**src/afe_status_consts.svh**
```systemverilog
/*
 Constants for the status flag word: register address, bit positions,
 serial frame positions and timing figures. Assumes a 100 MHz device clock.
*/
`ifndef AFE_STATUS_CONSTS_SVH
`define AFE_STATUS_CONSTS_SVH

`define STATUS_ADDR 7'h01
`define STATUS_W 24
`define STATUS_RESET 24'h000000
`define CLK_MHZ 100
`define CYCLES_PER_MS (`CLK_MHZ * 1000)
`define CYCLES_PER_US (`CLK_MHZ)
`define DC_DETACH_MS 90
`define IMP_ABOVE_MS 100
`define IMP_BELOW_MS 128
`define DRIVE_DETACH_MS 128
`define SELF_CLEAR_US 1

`define BIT_ECG_THR 23
`define BIT_ECG_OVF 22
`define BIT_FAST 21
`define BIT_DC 20
`define BIT_IMP_THR 19
`define BIT_IMP_OVF 18
`define BIT_IMP_ABOVE 17
`define BIT_IMP_BELOW 16
`define BIT_DRIVE 15
`define BIT_ATTACH 11
`define BIT_R_EVENT 10
`define BIT_TICK 9
`define BIT_UNLOCK 8
`define BIT_POS_DRIVE 5
`define BIT_NEG_DRIVE 4
`define BIT_DC_DETAIL 0

`define CMD_BITS 6'd8
`define LAST_CMD_CNT 6'd7
`define FIRST_SHIFT_CNT 6'd9
`define FRAME_BITS 6'd32
`define LAST_FRAME_CNT 6'd31
`define MODE_OFF 2'h0
`define MODE_RESERVED 2'h3

`endif

```
**src/afe_status_pkg.sv**
```systemverilog
/*
 Types shared by the status flag logic.
 Assumes the constants header is compiled alongside.
*/
package afe_status_pkg;

   typedef enum logic [1:0] {
      R_CLR_ON_READBACK = 2'h0,
      R_CLR_SELF = 2'h1,
      R_CLR_ON_RTOR_READ = 2'h2,
      R_CLR_SPARE = 2'h3
   } r_clear_mode_e;

   typedef logic [23:0] status_word_t;

endpackage

```
**src/afe_status_flags.sv**
```systemverilog
/*
 Status flag word of the front end: collects event flags from neighbouring
 blocks, holds them as each flag demands and serves them to the host over
 the serial port. Assumes all source signals are on the device clock and
 the serial pins come from the host asynchronously.
*/
//
// Notes on behaviour
// - Read-only 24-bit word at address 0x01; writes leave it untouched.
// - Flags reflect their sources regardless of any interrupt enables.
// - Every flag reads one when flagged, zero otherwise.
// - Lowest byte carries detail bits qualifying the interrupt flags.
// - Bit 23 high while ECG record count meets the ECG threshold.
// - Bit 22 sets on ECG overflow, clears on FIFO reset or resync.
// - Bit 21 sets on fast recovery; clearing follows its clear mode.
// - Bit 20 sets after DC lead-off over 90ms; held until readback.
// - Bit 19 high while impedance record count meets its threshold.
// - Bit 18 sets on impedance overflow, clears on FIFO reset or resync.
// - Bit 17 sets after impedance above high limit 100ms; held.
// - Bit 16 sets after impedance below low limit 128ms; held.
// - Bit 15 sets after either drive source detached 128ms; held.
// - Bit 11 sets on leads attached; held until readback.
// - Enabling attach detection sets bit 11; detection arms after a read.
// - Bit 10 sets on R event; clearing follows two-bit clear mode.
// - Held flags clear at 32nd serial clock, only if condition ended.
// - Bit 9 pulses on divided base-rate tick; own clear mode.
// - Bit 8 set while loop powered and unlocked; held until readback.
// - Bits 5 and 4 report positive and negative drive detach 128ms.
// - Bits 3 to 0 report input limit details together with bit 20.
`timescale 1ns/1ps
`default_nettype none

`include "afe_status_consts.svh"

module afe_status_flags #(
   parameter int unsigned FIFO_LEVEL_W = 6,
   parameter int unsigned DC_DETACH_CYCLES =
      `DC_DETACH_MS * `CYCLES_PER_MS + 1,
   parameter int unsigned IMP_ABOVE_CYCLES = `IMP_ABOVE_MS * `CYCLES_PER_MS,
   parameter int unsigned IMP_BELOW_CYCLES = `IMP_BELOW_MS * `CYCLES_PER_MS,
   parameter int unsigned DRIVE_DETACH_CYCLES =
      `DRIVE_DETACH_MS * `CYCLES_PER_MS,
   parameter int unsigned SELF_CLEAR_CYCLES =
      `SELF_CLEAR_US * `CYCLES_PER_US
) (
   input wire logic CLOCK_I,
   input wire logic RST_I,
   input wire logic SCLK_I,
   input wire logic CS_N_I,
   input wire logic SDI_I,
   output logic SDO_O,
   output logic SDO_OE_O,
   input wire logic [FIFO_LEVEL_W-1:0] ECG_FIFO_LEVEL_I,
   input wire logic [FIFO_LEVEL_W-1:0] ECG_FIFO_LEVEL_THRESHOLD_I,
   input wire logic ECG_FIFO_OVERRUN_I,
   input wire logic [FIFO_LEVEL_W-1:0] IMP_FIFO_LEVEL_I,
   input wire logic [FIFO_LEVEL_W-1:0] IMP_FIFO_LEVEL_THRESHOLD_I,
   input wire logic IMP_FIFO_OVERRUN_I,
   input wire logic FIFO_RESET_I,
   input wire logic RESYNC_COMMAND_I,
   input wire logic FAST_RECOVERY_ACTIVE_I,
   input wire logic FAST_RECOVERY_CLEAR_MODE_I,
   input wire logic [3:0] DC_INPUT_DETACH_I,
   input wire logic IMP_ABOVE_LIMIT_I,
   input wire logic IMP_BELOW_LIMIT_I,
   input wire logic POS_CURRENT_DRIVE_DETACH_I,
   input wire logic NEG_CURRENT_DRIVE_DETACH_I,
   input wire logic [1:0] LOW_POWER_ATTACH_DETECT_SELECT_I,
   input wire logic LEADS_ATTACH_I,
   input wire logic R_EVENT_I,
   input wire logic [1:0] R_EVENT_CLEAR_MODE_I,
   input wire logic R_INTERVAL_READ_I,
   input wire logic BASE_RATE_TICK_I,
   input wire logic [1:0] TICK_RATE_SELECT_I,
   input wire logic TICK_CLEAR_MODE_I,
   input wire logic ECG_ENABLE_I,
   input wire logic IMP_ENABLE_I,
   input wire logic LOOP_UNLOCKED_I,
   output logic [`STATUS_W-1:0] STATUS_O
);

   localparam int NQ = 7;
   localparam int unsigned Q_CYCLES [NQ] = '{DC_DETACH_CYCLES,
      IMP_ABOVE_CYCLES, IMP_BELOW_CYCLES, DRIVE_DETACH_CYCLES,
      DRIVE_DETACH_CYCLES, SELF_CLEAR_CYCLES, SELF_CLEAR_CYCLES};

   afe_status_pkg::status_word_t flag_reg;
   afe_status_pkg::status_word_t snap_reg;
   afe_status_pkg::status_word_t set_vec;
   afe_status_pkg::status_word_t clr_vec;
   afe_status_pkg::r_clear_mode_e r_mode;
   logic [NQ-1:0] q_cond;
   logic [NQ-1:0] q_done;
   logic load;
   logic done;
   logic [1:0] attach_mode_reg;
   logic armed_reg;
   logic [2:0] tick_cnt_reg;
   logic [2:0] tick_mask;
   logic tick_event;
   logic attach_enable_event;
   logic attach_enabled;

   if (FIFO_LEVEL_W < 1 || FIFO_LEVEL_W > 16) begin : g_check
      $error("FIFO_LEVEL_W must lie between 1 and 16");
   end

   status_spi_port u_port (
      .clk_i(CLOCK_I),
      .rst_i(RST_I),
      .sclk_i(SCLK_I),
      .cs_n_i(CS_N_I),
      .sdi_i(SDI_I),
      .status_i(flag_reg),
      .sdo_o(SDO_O),
      .sdo_oe_o(SDO_OE_O),
      .load_o(load),
      .done_o(done)
   );

   // The self-clearing flags time their own high period.
   assign q_cond = {flag_reg[`BIT_TICK], flag_reg[`BIT_R_EVENT],
      NEG_CURRENT_DRIVE_DETACH_I, POS_CURRENT_DRIVE_DETACH_I,
      IMP_BELOW_LIMIT_I, IMP_ABOVE_LIMIT_I, |DC_INPUT_DETACH_I};

   for (genvar i = 0; i < NQ; i++) begin : g_qual
      duration_qualifier #(
         .CYCLES(Q_CYCLES[i])
      ) u_qual (
         .clk_i(CLOCK_I),
         .rst_i(RST_I),
         .cond_i(q_cond[i]),
         .qualified_o(q_done[i])
      );
   end

   // Only bits actually shifted out are cleared, so an event that lands
   // after the word was captured is never lost.
   always_ff @(posedge CLOCK_I) begin
      if (RST_I) begin
         snap_reg <= `STATUS_RESET;
      end else if (load) begin
         snap_reg <= flag_reg;
      end
   end

   assign attach_enabled = (LOW_POWER_ATTACH_DETECT_SELECT_I != `MODE_OFF) &&
      (LOW_POWER_ATTACH_DETECT_SELECT_I != `MODE_RESERVED);
   assign attach_enable_event = attach_enabled &&
      (attach_mode_reg != LOW_POWER_ATTACH_DETECT_SELECT_I);

   always_ff @(posedge CLOCK_I) begin
      if (RST_I) begin
         attach_mode_reg <= `MODE_OFF;
      end else begin
         attach_mode_reg <= LOW_POWER_ATTACH_DETECT_SELECT_I;
      end
   end

   // Detection stays disarmed until the host reads the word once.
   always_ff @(posedge CLOCK_I) begin
      if (RST_I || !attach_enabled || attach_enable_event) begin
         armed_reg <= 1'b0;
      end else if (done && snap_reg[`BIT_ATTACH]) begin
         armed_reg <= 1'b1;
      end
   end

   always_comb begin
      unique case (TICK_RATE_SELECT_I)
         2'h0: tick_mask = 3'h0;
         2'h1: tick_mask = 3'h1;
         2'h2: tick_mask = 3'h3;
         2'h3: tick_mask = 3'h7;
      endcase
   end

   always_ff @(posedge CLOCK_I) begin
      if (RST_I) begin
         tick_cnt_reg <= 3'h0;
      end else if (BASE_RATE_TICK_I) begin
         tick_cnt_reg <= tick_cnt_reg + 3'h1;
      end
   end

   assign tick_event = BASE_RATE_TICK_I && ((tick_cnt_reg & tick_mask) == 3'h0);
   assign r_mode = afe_status_pkg::r_clear_mode_e'(R_EVENT_CLEAR_MODE_I);

   always_comb begin
      set_vec = `STATUS_RESET;
      clr_vec = ~`STATUS_RESET;
      set_vec[`BIT_ECG_THR] = ECG_FIFO_LEVEL_I >= ECG_FIFO_LEVEL_THRESHOLD_I;
      clr_vec[`BIT_ECG_THR] = 1'b1;
      set_vec[`BIT_ECG_OVF] = ECG_FIFO_OVERRUN_I;
      clr_vec[`BIT_ECG_OVF] = FIFO_RESET_I || RESYNC_COMMAND_I;
      set_vec[`BIT_FAST] = FAST_RECOVERY_ACTIVE_I;
      clr_vec[`BIT_FAST] = FAST_RECOVERY_CLEAR_MODE_I ? 1'b1 :
         done && snap_reg[`BIT_FAST];
      set_vec[`BIT_DC] = q_done[0];
      set_vec[`BIT_IMP_THR] = IMP_FIFO_LEVEL_I >= IMP_FIFO_LEVEL_THRESHOLD_I;
      clr_vec[`BIT_IMP_THR] = 1'b1;
      set_vec[`BIT_IMP_OVF] = IMP_FIFO_OVERRUN_I;
      clr_vec[`BIT_IMP_OVF] = FIFO_RESET_I || RESYNC_COMMAND_I;
      set_vec[`BIT_IMP_ABOVE] = q_done[1];
      set_vec[`BIT_IMP_BELOW] = q_done[2];
      set_vec[`BIT_DRIVE] = q_done[3] || q_done[4];
      set_vec[`BIT_POS_DRIVE] = q_done[3];
      set_vec[`BIT_NEG_DRIVE] = q_done[4];
      set_vec[`BIT_ATTACH] = attach_enable_event || (armed_reg && LEADS_ATTACH_I);
      set_vec[`BIT_R_EVENT] = R_EVENT_I;
      unique case (r_mode)
         afe_status_pkg::R_CLR_SELF: clr_vec[`BIT_R_EVENT] = q_done[5];
         afe_status_pkg::R_CLR_ON_RTOR_READ:
            clr_vec[`BIT_R_EVENT] = R_INTERVAL_READ_I;
         afe_status_pkg::R_CLR_ON_READBACK,
         afe_status_pkg::R_CLR_SPARE:
            clr_vec[`BIT_R_EVENT] = done && snap_reg[`BIT_R_EVENT];
      endcase
      set_vec[`BIT_TICK] = tick_event;
      clr_vec[`BIT_TICK] = TICK_CLEAR_MODE_I ? q_done[6] :
         done && snap_reg[`BIT_TICK];
      set_vec[`BIT_UNLOCK] = LOOP_UNLOCKED_I && (ECG_ENABLE_I || IMP_ENABLE_I);
      for (int d = 0; d < 4; d++) begin
         set_vec[`BIT_DC_DETAIL + d] = q_done[0] && DC_INPUT_DETACH_I[d];
      end
      // Persistence-held flags, bit 11 and bit 8 share the readback clear.
      for (int b = 0; b < `STATUS_W; b++) begin
         if (b == `BIT_DC || b == `BIT_IMP_ABOVE || b == `BIT_IMP_BELOW ||
             b == `BIT_DRIVE || b == `BIT_ATTACH || b == `BIT_UNLOCK ||
             b == `BIT_POS_DRIVE || b == `BIT_NEG_DRIVE ||
             (b >= `BIT_DC_DETAIL && b < `BIT_DC_DETAIL + 4)) begin
            clr_vec[b] = done && snap_reg[b];
         end
      end
   end

   // Set wins over clear, so a level still present survives a readback.
   // Only bit 8 is gated, by the ECG and impedance enables; masking lives in the interrupt block.
   for (genvar b = 0; b < `STATUS_W; b++) begin : g_flag
      always_ff @(posedge CLOCK_I) begin
         if (RST_I) begin
            flag_reg[b] <= 1'b0;
         end else begin
            flag_reg[b] <= set_vec[b] || (flag_reg[b] && !clr_vec[b]);
         end
      end
   end

   // Top byte pair are interrupt flags, low byte only qualifies them.
   always_ff @(posedge CLOCK_I) begin
      if (RST_I) begin
         STATUS_O <= `STATUS_RESET;
      end else begin
         STATUS_O <= set_vec | (flag_reg & ~clr_vec);
      end
   end

endmodule

`default_nettype wire

```
**src/duration_qualifier.sv**
```systemverilog
/*
 Duration qualifier: output rises once the input has stayed high for
 CYCLES consecutive clocks, and falls with the input.
 Assumes the input is already in the device clock domain.
*/
`timescale 1ns/1ps
`default_nettype none

module duration_qualifier #(
   parameter int unsigned CYCLES = 16
) (
   input wire logic clk_i,
   input wire logic rst_i,
   input wire logic cond_i,
   output logic qualified_o
);

   localparam int unsigned CW = $clog2(CYCLES + 1);
   localparam logic [CW-1:0] LIMIT = CW'(CYCLES - 1);

   logic [CW-1:0] count_reg;

   if (CYCLES < 1) begin : g_check
      $error("duration_qualifier needs at least one cycle");
   end

   always_ff @(posedge clk_i) begin
      if (rst_i || !cond_i) begin
         count_reg <= '0;
      end else if (count_reg != LIMIT) begin
         count_reg <= count_reg + 1'b1;
      end
   end

   always_ff @(posedge clk_i) begin
      if (rst_i) begin
         qualified_o <= 1'b0;
      end else begin
         qualified_o <= cond_i && (count_reg == LIMIT);
      end
   end

endmodule

`default_nettype wire

```
**src/status_spi_port.sv**
```systemverilog
/*
 Serial port front end for the status word. Samples the serial pins with
 the device clock, decodes a read of the status address and shifts the
 word out. Assumes command bits are taken on serial clock rising edges,
 address first, read/write bit last, and a clock well below 50 MHz.
*/
`timescale 1ns/1ps
`default_nettype none

`include "afe_status_consts.svh"

module status_spi_port (
   input wire logic clk_i,
   input wire logic rst_i,
   input wire logic sclk_i,
   input wire logic cs_n_i,
   input wire logic sdi_i,
   input wire afe_status_pkg::status_word_t status_i,
   output logic sdo_o,
   output logic sdo_oe_o,
   output logic load_o,
   output logic done_o
);

   logic sclk_meta_reg;
   logic sclk_sync_reg;
   logic sclk_prev_reg;
   logic cs_meta_reg;
   logic cs_n_sync_reg;
   logic sdi_meta_reg;
   logic sdi_sync_reg;
   logic [5:0] count_reg;
   logic [6:0] addr_reg;
   logic selected_reg;
   afe_status_pkg::status_word_t shift_reg;
   logic rise;
   logic fall;

   // Two stages on every pin; the edge detector only sees the second.
   always_ff @(posedge clk_i) begin
      if (rst_i) begin
         sclk_meta_reg <= 1'b0;
         sclk_sync_reg <= 1'b0;
         sclk_prev_reg <= 1'b0;
         cs_meta_reg <= 1'b1;
         cs_n_sync_reg <= 1'b1;
         sdi_meta_reg <= 1'b0;
         sdi_sync_reg <= 1'b0;
      end else begin
         sclk_meta_reg <= sclk_i;
         sclk_sync_reg <= sclk_meta_reg;
         sclk_prev_reg <= sclk_sync_reg;
         cs_meta_reg <= cs_n_i;
         cs_n_sync_reg <= cs_meta_reg;
         sdi_meta_reg <= sdi_i;
         sdi_sync_reg <= sdi_meta_reg;
      end
   end

   assign rise = sclk_sync_reg && !sclk_prev_reg && !cs_n_sync_reg;
   assign fall = !sclk_sync_reg && sclk_prev_reg && !cs_n_sync_reg;

   always_ff @(posedge clk_i) begin
      if (rst_i || cs_n_sync_reg) begin
         count_reg <= '0;
         addr_reg <= '0;
      end else if (rise) begin
         if (count_reg != `FRAME_BITS) begin
            count_reg <= count_reg + 1'b1;
         end
         if (count_reg < `LAST_CMD_CNT) begin
            addr_reg <= {addr_reg[5:0], sdi_sync_reg};
         end
      end
   end

   // Writes to the status address are simply not decoded.
   always_ff @(posedge clk_i) begin
      if (rst_i || cs_n_sync_reg) begin
         selected_reg <= 1'b0;
         shift_reg <= `STATUS_RESET;
         sdo_o <= 1'b0;
         sdo_oe_o <= 1'b0;
      end else if (rise && count_reg == `LAST_CMD_CNT) begin
         selected_reg <= (addr_reg == `STATUS_ADDR) && sdi_sync_reg;
         sdo_oe_o <= (addr_reg == `STATUS_ADDR) && sdi_sync_reg;
      end else if (load_o) begin
         shift_reg <= status_i;
         sdo_o <= status_i[`STATUS_W-1];
      end else if (fall && selected_reg && count_reg >= `FIRST_SHIFT_CNT &&
                   count_reg <= `LAST_FRAME_CNT) begin
         sdo_o <= shift_reg[`STATUS_W-2];
         shift_reg <= {shift_reg[`STATUS_W-2:0], 1'b0};
      end
   end

   always_ff @(posedge clk_i) begin
      if (rst_i) begin
         load_o <= 1'b0;
         done_o <= 1'b0;
      end else begin
         load_o <= rise && count_reg == `LAST_CMD_CNT &&
                   addr_reg == `STATUS_ADDR && sdi_sync_reg;
         done_o <= rise && selected_reg && count_reg == `LAST_FRAME_CNT;
      end
   end

endmodule

`default_nettype wire

```
**config.mk**
```make
export PLATFORM = sky130hd
export DESIGN_NAME = afe_status_flags
export DESIGN_NICKNAME = d
export VERILOG_FILES = /design/src/afe_status_pkg.sv /design/src/afe_status_flags.sv /design/src/duration_qualifier.sv /design/src/status_spi_port.sv
export VERILOG_INCLUDE_DIRS = /design/src
export SDC_FILE = /design/constraint.sdc
export NUM_CORES = 1
export LEC_CHECK = 0
export BUFFER_PORTS_ARGS = -buffer_cell sky130_fd_sc_hd__buf_4
export CAP_MARGIN = 15
export CORE_ASPECT_RATIO = 1.4
export CORE_UTILIZATION = 46
export CTS_CLUSTER_SIZE = 8
export DETAILED_ROUTE_END_ITERATION = 10
export GPL_TIMING_DRIVEN = 0
export PLACE_DENSITY_LB_ADDON = 0.05
export SLEW_MARGIN = 40
export SYNTH_ARGS = -nofsm -noshare
export SYNTH_HDL_FRONTEND = slang
export SYNTH_HIERARCHICAL = 1
export SYNTH_SLANG_ARGS = --single-unit
```
**constraint.sdc**
```tcl
create_clock -name CLOCK_I -period 4.4 [get_ports CLOCK_I]
set_input_delay 0 -clock CLOCK_I [delete_from_list [all_inputs] [get_ports CLOCK_I]]
set_output_delay 0 -clock CLOCK_I [all_outputs]
set_load 0.1 [all_outputs]
```
==> results of run 1 <==
==> cell usage in the layout, fill, tap and decap left out, drive strengths merged, types with 16 or more instances in the layout <==
| cell | instances |
|---|---|
| dfxtp | 228 |
| buf | 112 |
| nand2 | 108 |
| nor2 | 93 |
| a21oi | 81 |
| clkbuf | 75 |
| nand3 | 60 |
| mux2i | 60 |
| o21ai | 56 |
| nor3 | 55 |
| inv | 37 |
| a211oi | 32 |
| dlygate4sd3 | 31 |
| nand4 | 31 |
| or4 | 27 |
| nor4 | 27 |
| ha | 26 |
| xnor2 | 25 |
| o31ai | 20 |
| nand2b | 19 |
| or3 | 17 |
| nor2b | 16 |
| a2111o | 16 |
| nor4b | 16 |
==> area by class of cell <==
type | count | area share (%)
Clock buffer | 36 | 6.58
Tap cell | 310 | 2.90
Multi-Input combinational cell | 925 | 45.7
Clock inverter | 2 | 0.103
Timing Repair Buffer | 108 | 6.64
Inverter | 36 | 1.01
Sequential cell | 228 | 34.1
Buffer | 74 | 2.93
==> cell families after synthesis <==
kind of cell	Yosys count
AND/OR/NAND/NOR	532
AO/OA/AOI/OAI	258
flip-flops	228
buffers and inverters	110
multiplexers	60
XOR/XNOR	39
adder cells (fa/ha/maj)	26
other	1
==> worst register-to-register path: stages (launching register included) <==
cell     delay (ns)
dfxtp_1        0.41
ha_1           0.21
nand3_1        0.32
nor4_2         0.67
buf_4          0.29
nand2_1        0.13
a31oi_1        0.17
==> worst max-delay path by stage <==
stage / from / endpoint / depth (start not counted)
2_1_floorplan: u_port/selected_reg / u_port/shift_reg[10] / 5
3_3_place_gp: g_qual[0].u_qual/count_reg[0] / g_qual[0].u_qual/count_reg[22] / 6
3_5_place_dp: g_qual[0].u_qual/count_reg[0] / g_qual[0].u_qual/count_reg[22] / 6
4_1_cts: g_qual[0].u_qual/count_reg[0] / g_qual[0].u_qual/count_reg[16] / 6
5_1_grt: g_qual[3].u_qual/count_reg[0] / g_qual[3].u_qual/count_reg[11] / 6
6_report: g_qual[2].u_qual/count_reg[0] / g_qual[2].u_qual/count_reg[8] / 6
==> through the flow <==
| stage | total power, mW | setup WS [ns] |
|---|---|---|
| 3_5_place_dp | 2.41 | 2.15 |
| 5_1_grt | 4.83 | 1.92 |
| 2_1_floorplan | 2.31 | 2.16 |
| 4_1_cts | 4.72 | 2.12 |
| 6_report | 4.65 | 2.12 |
| 3_3_place_gp | 2.40 | 2.16 |
==> power by group through the flow <==
stage / logic [mW] / registers (mW) / clock network [mW]
2_1_floorplan: 0.129 / 2.18 / 0
3_3_place_gp: 0.249 / 2.16 / 0
3_5_place_dp: 0.252 / 2.16 / 0
4_1_cts: 0.277 / 2.11 / 2.33
5_1_grt: 0.298 / 2.12 / 2.42
6_report: 0.275 / 2.12 / 2.26
==> cells in the mapped netlist, types with 24 or more instances <==
master / number / area [µm²]
nand3_1: 60 / 300
mux2i_1: 60 / 601
xnor2_1: 25 / 219
a21oi_1: 81 / 405
nor3_1: 54 / 270
nor2_1: 91 / 342
inv_1: 36 / 135
clkbuf_1: 39 / 146
dfxtp_1: 228 / 4560
ha_1: 26 / 325
or4_1: 24 / 180
o21ai_1: 31 / 155
nand2_1: 108 / 405
==> metal layers <==
layer,vias to the layer above,wire [µm],GRT usage [%],share of wire (%)
li1,4894,-,-,-
met5,-,0,0,0
met3,61,1010,3.59,3.9
met1,4497,11600,25.1,44
met2,169,12800,37.1,49
met4,0,801,8.57,3.1
==> impl_metrics.csv, run 1 <==
group,metric,value,unit
grt,overflow,0,
clocking,clock-root-buffer,"clkbuf_16",
sta,whs,0.0480,ns
cells_and_area,final_util,56.0,%
worst_hold_path,min_delay_path_depth,4,
worst_setup_path,r2r-end,"g_qual[2].u_qual/count_reg[8]",
logic_synthesis,synth_xor_area_share,3.06,%
logic_synthesis,synthCells,1254,
worst_setup_path,worst_setup_path_end_kind,"flip-flop",
worst_setup_path,reg2reg_slack,2.12,ns
cells_and_area,drive_gt1_share,14.9,%
outcome,outcome,"finished, final reports clean",
pwr,powerDensity,348,nW/µm²
sta,fin_tns_setup,0,ns
logic_synthesis,yosysWarnings,6,
clocking,cts.sinks,228,
worst_setup_path,timing.critical_path.cells,"ha_1 > nand3_1 > nor4_2 > buf_4 > nand2_1 > a31oi_1",
grt,antenna_found_initial,0,
clocking,insertion_delay,0.49,ns
cells_and_area,fill_cells,2231,
worst_setup_path,r2r_cells,6,
logic_synthesis,ys.flop_type,"dfxtp_1",
worst_setup_path,max_stage_delay,0.67,ns
logic_synthesis,syn-cell-area,11200,µm²
logic_synthesis,ys_seq_elements,228,
cells_and_area,multi_input_area,6110,µm²
placed_design,gp_congestion,0.798,
logic_synthesis,ys_async_sr_fraction,0,%
logic_synthesis,ys_seq_area_share,40.9,%
sta,setup_viol,0,
pwr,p_sw_share,22.7,%
route,wl,26200,µm
grt,grt_pass1_vias,9243,
route,drc,0,
floorplan,row_count,67,
cells_and_area,largest_reg_flops,134,
grt,grt_pass1_wl,43800,µm
pwr,intPower,3.60,mW
worst_setup_path,path_class,"reg -> reg",
pwr,p_sw,1.06,mW
sta,fin_crit_sh,51.8,%
worst_setup_path,crit_slowest_cell,"nor4_2",
pwr,leakagePower,4.55,nW
floorplan,core_area,23900,µm²
job,cap_violations,0,
clocking,post-cts-setup-buffers,0,
route,viasPerCell,5.60,
clocking,clockBufferDepth,3,
sta,clock_skew,0.0217,ns
route,drtAntennaViolNets,0,
logic_synthesis,synth_compound_area_share,15.8,%
logic_synthesis,synth_mux_area_share,5.38,%
worst_setup_path,crit_family,"simple AND/OR/NAND/NOR gates",
logic_synthesis,yosys.area_share.simple,27.3,%
worst_setup_path,path_max_fanout,10,
clocking,cts.clk_slew.worst_paths,0.05,ns
logic_synthesis,synth_top_family_by_area,"simple AND/OR/NAND/NOR gates",
cells_and_area,area_growth,19.7,%
sta,rsz0062_at_grt,"false",
clocking,postCtsHoldBufs,31,
floorplan,io_pins,83,
worst_setup_path,worst-path-buf-inv,1,
cells_and_area,diodes,0,
sta,worstMarginPinSlew,0.766,ns
route,vias,9621,
worst_hold_path,worstHoldPathType,"in -> reg",
sta,relSlewSlack,48.5,%
logic_synthesis,synth_edf_count,0,
logic_synthesis,yosys.area_share.adder,2.91,%
clocking,tritoncts,"done",
clocking,h-tree-depth,2,
floorplan,die_x,134,µm
floorplan,die_h,186,µm
worst_setup_path,critPathArrivalTime,2.69,ns
grt,grt_usage,21.1,%
grt,grt_start_max_net_pins,18,
worst_hold_path,hold_start,"RST_I",
sta,slew_viol_final,0,
placed_design,portBuffers,77,
pwr,clkPwrFrac,48.6,%
worst_setup_path,start_kind,"flip-flop",
sta,layout_min_cycle_time,2.28,ns
cells_and_area,layoutNonFillerInstCount,1719,
floorplan,die-area,24900,µm²
pwr,irDropWorstVdd,0.240,mV
cells_and_area,regArea,4560,µm²
cells_and_area,final_area,13400,µm²
worst_setup_path,rr_startpoint,"g_qual[2].u_qual/count_reg[0]",
sta,hold_viol,0,
worst_setup_path,required,4.81,ns
clocking,numCtsBuffers,34,
placed_design,post-place-cells,1650,
route,wire_per_inst,15.3,µm
placed_design,postPlaceCellArea,12200,µm²
worst_hold_path,min_to,"g_qual[6].u_qual/count_reg[1]",
cells_and_area,nets,1490,
clocking,cts.repair.resized,0,
floorplan,start_util,46.7,%
pwr,comb_power_share,5.9,%
route,drt_iter0_drc,488,
pwr,p_seq_share,45.5,%
logic_synthesis,avgSynthCellArea,8.91,µm²
sta,fmax,0.438,GHz
logic_synthesis,ys_types,74,
placed_design,dp_hpwl,18300,µm
route,drt_pre_antenna_iters,5,
Power figures use the tool's default switching activity.
==> run 2: changes to the inputs <==
Clock period 4.4 ns to 1.92 ns, I/O delays scaled along.
==> run 2 against run 1 <==
  * Sequential cell count is the same
  * Die area unchanged
  * Wire length rose by 3.8%
  * First-iteration DRC count decreased by 28%
  * Cell area rose by 5.7%
  * Global-route usage is 0.76 points higher
  * Sequential power is 130% higher
  * Critical endpoint is now u_port/shift_reg[13]
  * Largest cell class unchanged
  * Largest power group unchanged
==> impl_metrics.csv, run 2 (synthesis gave the netlist of run 1 again) <==
group,metric,value,unit
clocking,tritoncts,"done",
clocking,numCtsBuffers,34,
sta,layout_min_cycle_time,1.89,ns
floorplan,start_util,46.7,%
grt,grt_start_max_net_pins,18,
sta,layout_setup_ws,0.0273,ns
cells_and_area,area_growth,26.6,%
route,drtAntennaViolNets,0,
floorplan,die_x,134,µm
clocking,clock-root-buffer,"clkbuf_16",
grt,overflow,0,
floorplan,core_area,23900,µm²
cells_and_area,fill_cells,2208,
pwr,leakagePower,4.91,nW
sta,slew_viol_final,0,
grt,grt_usage,21.8,%
worst_setup_path,critPathArrivalTime,2.25,ns
clocking,cts.clk_slew.worst_paths,0.05,ns
route,drt_pre_antenna_iters,4,
cells_and_area,largest_reg_flops,134,
worst_setup_path,path_class,"reg -> reg",
cells_and_area,multi_input_area,6450,µm²
clocking,cts.sinks,228,
sta,fmax,0.528,GHz
sta,hold_viol,0,
worst_setup_path,path_max_fanout,10,
worst_hold_path,min_to,"STATUS_O[23]",
floorplan,io_pins,83,
cells_and_area,drive_gt1_share,24.6,%
sta,whs,0.0278,ns
sta,relSlewSlack,50.3,%
worst_hold_path,worstHoldPathType,"in -> reg",
placed_design,pre_cts_slack,-0.328,ns
sta,fin_crit_sh,98.6,%
floorplan,die_h,186,µm
worst_setup_path,rr_startpoint,"u_port/sclk_prev_reg",
worst_setup_path,required,2.27,ns
outcome,outcome,"finished, final reports clean",
pwr,irDropWorstVdd,0.671,mV
sta,worstMarginPinSlew,0.745,ns
sta,rsz0062_at_grt,"true",
sta,setup_viol,0,
cells_and_area,final_area,14100,µm²
worst_setup_path,r2r_cells,6,
grt,grt_pass1_vias,9565,
route,viasPerCell,5.61,
route,vias,9795,
floorplan,row_count,67,
worst_hold_path,hold_start,"ECG_FIFO_LEVEL_I[1]",
pwr,power,10.8,mW
pwr,powerDensity,761,nW/µm²
cells_and_area,nets,1518,
placed_design,gp_congestion,0.794,
job,cap_violations,0,
worst_setup_path,r2r-end,"u_port/shift_reg[13]",
floorplan,die-area,24900,µm²
worst_setup_path,reg2reg_slack,0.03,ns
sta,clock_skew,0.0199,ns
cells_and_area,final_common_cell,"dfxtp_1",
placed_design,portBuffers,77,
clocking,h-tree-depth,2,
worst_hold_path,min_delay_path_depth,4,
clocking,insertion_delay,0.50,ns
placed_design,postPlaceCellArea,12200,µm²
route,wl,27200,µm
grt,antenna_found_initial,0,
grt,grt_pass1_wl,45500,µm
route,drc,0,
worst_setup_path,start_kind,"flip-flop",
cells_and_area,regArea,4650,µm²
cells_and_area,final_util,59.2,%
placed_design,dp_hpwl,18700,µm
route,drt_iter0_drc,351,
clocking,clockBufferDepth,3,
worst_setup_path,worst_setup_path_end_kind,"flip-flop",
cells_and_area,final_cell_mix,"dfxtp_1 (178), buf_4 (121), nand2_1 (107)",
route,wire_per_inst,15.6,µm
cells_and_area,diodes,0,
## run 2: cell types whose count changed in the layout (fill, tap and decap cells not counted), sizes merged
cell | before | now
buf | 112 | 148
clkbuf | 75 | 65
bufinv | 0 | 1
inv | 37 | 38
## run 2: per-stage QoR
step	instances	setup TNS, ns
after detailed placement	1650	-16.28
after global placement	1650	-16.01
after floorplan	1263	0
after CTS	1728	-0.00550
final	1747	0
after global routing	1747	-0.0847
## run 2: final cells by class
type / instances / area share, %
Clock buffer: 34 / 6.02
Sequential cell: 228 / 32.9
Timing Repair Buffer: 144 / 8.49
Inverter: 36 / 0.974
Buffer: 66 / 2.82
Multi-Input combinational cell: 925 / 45.6
Clock inverter: 4 / 0.451
Tap cell: 310 / 2.74
## run 2: routing by layer
metal  wire, µm  GRT usage (%)  share of wire, %  vias up
li1           -              -                 -     4947
met1      11500           25.1                42     4630
met2      14100           40.4                52      172
met3       1020           3.42               3.7       46
met4        621           7.39               2.3        0
met5          0              0                 0        -
## run 2: worst max-delay path, cell delays in order, from the launching register on
cell      delay (ns)
dfxtp_2         0.32
or3b_4          0.39
o41a_1          0.36
buf_4           0.17
clkbuf_4        0.20
nor3_1          0.24
a211oi_2        0.07
## run 2: worst max path at each step
stage	from	endpoint	slack, ns	cells past startpoint
2_1_floorplan	g_qual[0].u_qual/count_reg[0]	g_qual[0].u_qual/count_reg[22]	0.02	6
5_1_grt	u_port/count_reg[1]	u_port/shift_reg[10]	-0.02	9
3_5_place_dp	g_qual[4].u_qual/count_reg[0]	g_qual[4].u_qual/count_reg[8]	-0.33	6
4_1_cts	u_port/sclk_prev_reg	u_port/shift_reg[10]	-0.005	6
3_3_place_gp	g_qual[4].u_qual/count_reg[0]	g_qual[4].u_qual/count_reg[11]	-0.31	6
6_report	u_port/sclk_prev_reg	u_port/shift_reg[13]	0.03	6
## run 2: repair_timing
item | 4_1_cts | 5_1_grt
pin swaps | 9 | 11
gates cloned | 1 | 1
setup endpoints to repair | 89 | 76
endpoints found under the hold margin | 35 | 0
setup buffers | 12 | 22
resized for setup | 75 | 71
hold buffers | 31 | 0
## run 2: power by group
group / internal, mW / total (mW) / switching, mW
clock network: 3.26 / 5.26 / 2.00
registers: 4.78 / 4.84 / 0.0581
logic: 0.263 / 0.648 / 0.385
==> run 3: changes to the inputs <==
Settings changed: ABC_AREA from default to 1.
==> run 3 against run 2 <==
  * First-iteration DRC count up 39%
  * Synthesized area grew 11%
  * Sequential cell count is the same
  * Cell area rose by 3.7%
  * Worst hold slack lost 0.023 ns
  * Combinational power increased by 1%
==> impl_metrics.csv, run 3 <==
group,metric,value,unit
worst_setup_path,path_max_fanout,10,
route,wire_per_inst,12.5,µm
grt,grt_pass1_vias,11100,
grt,antenna_found_initial,1,
logic_synthesis,synth.most_common_cell,"nand2_1",
logic_synthesis,synth_top_area_cell,"dfxtp_1",
pwr,power,10.9,mW
sta,clock_skew,0.00933,ns
worst_setup_path,reg2reg_slack,0.17,ns
floorplan,core_area,26300,µm²
job,cap_violations,0,
logic_synthesis,ys_async_sr_fraction,0,%
floorplan,die-area,27500,µm²
clocking,post-cts-setup-buffers,0,
floorplan,start_util,47.0,%
worst_setup_path,path_class,"reg -> reg",
sta,hold_viol,0,
clocking,cts.sinks,228,
worst_setup_path,worst_setup_path_end_kind,"flip-flop",
logic_synthesis,synth_area_leaders,"dfxtp_1 (37%), nand2_1 (14%), nor2_1 (9.6%)",
sta,fin_tns_setup,0,ns
sta,relSlewSlack,61.7,%
clocking,clock-root-buffer,"clkbuf_16",
worst_setup_path,critPathArrivalTime,2.13,ns
worst_setup_path,required,2.30,ns
worst_setup_path,max_stage_delay,0.38,ns
worst_setup_path,start_kind,"flip-flop",
grt,grt_pass1_wl,49800,µm
worst_setup_path,crit_slowest_cell,"dfxtp_2",
cells_and_area,final_cell_mix,"nand2_1 (453), nor2_1 (316), inv_1 (231)",
placed_design,pre_cts_slack,-0.00495,ns
logic_synthesis,ys_seq_elements,228,
sta,worstMarginPinSlew,0.574,ns
worst_hold_path,hold_start,"ECG_FIFO_LEVEL_I[5]",
pwr,irDropWorstVdd,0.600,mV
route,viasPerCell,4.91,
logic_synthesis,ys.flop_type,"dfxtp_1",
floorplan,die_h,196,µm
sta,fmax,0.572,GHz
sta,slew_viol_final,0,
logic_synthesis,synth_edf_count,0,
clocking,clockBufferDepth,3,
grt,overflow,0,
sta,layout_min_cycle_time,1.75,ns
worst_setup_path,timing.critical_path.cells,"ha_2 > nand3_1 > nor2_1 > nand2_1 > nand2_1 > buf_6 > buf_4 > nand3_1 > nand2_1 > nor2_1",
worst_setup_path,rr_startpoint,"u_port/count_reg[0]",
clocking,h-tree-depth,2,
worst_hold_path,min_delay_path_depth,6,
logic_synthesis,yosysWarnings,6,
route,drt_pre_antenna_iters,7,
grt,grt_start_max_net_pins,12,
floorplan,die_x,141,µm
worst_setup_path,r2r-end,"u_port/shift_reg[15]",
logic_synthesis,ys_types,45,
route,vias,11400,
floorplan,row_count,70,
pwr,leakagePower,5.79,nW
placed_design,gp_congestion,0.886,
logic_synthesis,netlist.area_leader.share,36.9,%
cells_and_area,final_common_cell,"nand2_1",
worst_hold_path,min_to,"STATUS_O[23]",
outcome,outcome,"finished, final reports clean",
logic_synthesis,synthCells,1852,
route,drc,0,
route,drtAntennaViolNets,0,
worst_setup_path,cpMostUsedCell,"nand2_1",
clocking,insertion_delay,0.49,ns
placed_design,portBuffers,77,
clocking,cts.clk_slew.worst_paths,0.05,ns
sta,rsz0062_at_grt,"false",
logic_synthesis,syn-cell-area,12400,µm²
sta,setup_viol,0,
logic_synthesis,synth_common_cells,"nand2_1 (453), nor2_1 (316), inv_1 (231), dfxtp_1 (228), a21oi_1 (130)",
logic_synthesis,ys_seq_area_share,36.9,%
clocking,tritoncts,"done",
worst_setup_path,r2r_cells,10,
cells_and_area,nets,2088,
floorplan,io_pins,83,
placed_design,dp_hpwl,21800,µm
sta,fin_crit_sh,91.0,%
clocking,numCtsBuffers,34,
cells_and_area,largest_reg_flops,134,
logic_synthesis,avgSynthCellArea,6.67,µm²
worst_hold_path,worstHoldPathType,"in -> reg",
sta,whs,0.00468,ns
route,wl,29200,µm
pwr,powerDensity,747,nW/µm²
grt,grt_usage,21.8,%
cells_and_area,drive_gt1_share,14.0,%
route,drt_iter0_drc,489,
sta,layout_setup_ws,0.172,ns
cells_and_area,area_growth,18.6,%
-- run 3: cell count changes in the layout (fill, tap and decap cells not counted), moves of 27 or more --
cell and delta:
nor2_2 +30, o21ai_1 -27, buf_4 -28, dfxtp_2 -41, mux2i_1 -59, nor2_4 +30, nor2_1 +225, o21ai_0 +36
dfxtp_1 +49, a21oi_1 +50, nand2_1 +346, inv_1 +197, nand3_1 +58
-- run 3: layout make-up --
cell class | instances | area, µm²
clock buffer | 37 | 926
timing repair buffer | 108 | 888
antenna | 1 | 2.50
fill | 2617 | 11600
inverter | 262 | 1000
tap | 324 | 405
sequential | 228 | 4570
buffer | 41 | 258
clock inverter | 1 | 30.0
multi-input combinational | 1330 | 6580
-- run 3: power breakdown --
group / internal, mW / switching (mW)
combinational: 0.252 / 0.403
clock: 3.48 / 1.98
sequential: 4.79 / 0.0421
total: 8.52 / 2.42
-- run 3: what timing repair did --
action	4_1_cts	5_1_grt
pin swaps	0	0
gates resized for setup	1	2
endpoints found under the hold margin	49	0
setup endpoints to repair	1	15
hold buffers	31	0
-- run 3: critical path, delay by kind of cell (launching register included) --
| kind | cells | cell delay, ns |
|---|---|---|
| adder cells (fa/ha/maj) | 1 | 0.23 |
| buffers and inverters | 2 | 0.33 |
| flip-flops | 1 | 0.38 |
| AND/OR/NAND/NOR | 7 | 0.70 |
-- run 3: per-layer routing --
| metal | track usage [%] | up-vias | part of all wire, % |
|---|---|---|---|
| met5 | 0 | - | 0 |
| met4 | 7.37 | 0 | 2.7 |
| met3 | 2.98 | 53 | 3.2 |
| met2 | 42.4 | 180 | 52 |
| met1 | 23.8 | 5128 | 42 |
| li1 | - | 6085 | - |
-- run 3: metrics by stage --
step / util, % / instances / area [µm²]
after floorplan: - / 1861 / 12400
after global placement: 50.9 / 2262 / 13400
after detailed placement: 50.9 / 2262 / 13400
after CTS: 55.7 / 2331 / 14600
after global routing: 55.8 / 2331 / 14700
final: 55.8 / 2332 / 14700
-- run 3: worst max path at each step --
stage | end | slack [ns] | cells after the start | startpoint
finish | u_port/shift_reg[15] | 0.17 | 10 | u_port/count_reg[0]
floorplan | u_port/shift_reg[10] | 0.02 | 7 | u_port/selected_reg
global route | u_port/shift_reg[11] | 0.01 | 10 | u_port/count_reg[0]
global placement | g_qual[2].u_qual/qualified_o | 0.02 | 7 | g_qual[2].u_qual/count_reg[0]
CTS | u_port/shift_reg[14] | 0.04 | 10 | u_port/count_reg[0]
detailed placement | g_qual[2].u_qual/qualified_o | -0.005 | 7 | g_qual[2].u_qual/count_reg[0]
-- run 3: cells by family (layout without fill, tap and decap cells) --
kind of cell	count (synthesis)	after routing	share of synthesized area [%]
buf+inv	303	449	10.2
xor+xnor	40	40	2.83
simple gates	1043	1043	38.3
fa+ha+maj	26	26	2.63
flops	228	228	36.9
other cells	1	11	0.0303
compound gates	209	209	8.93
mux	2	2	0.172
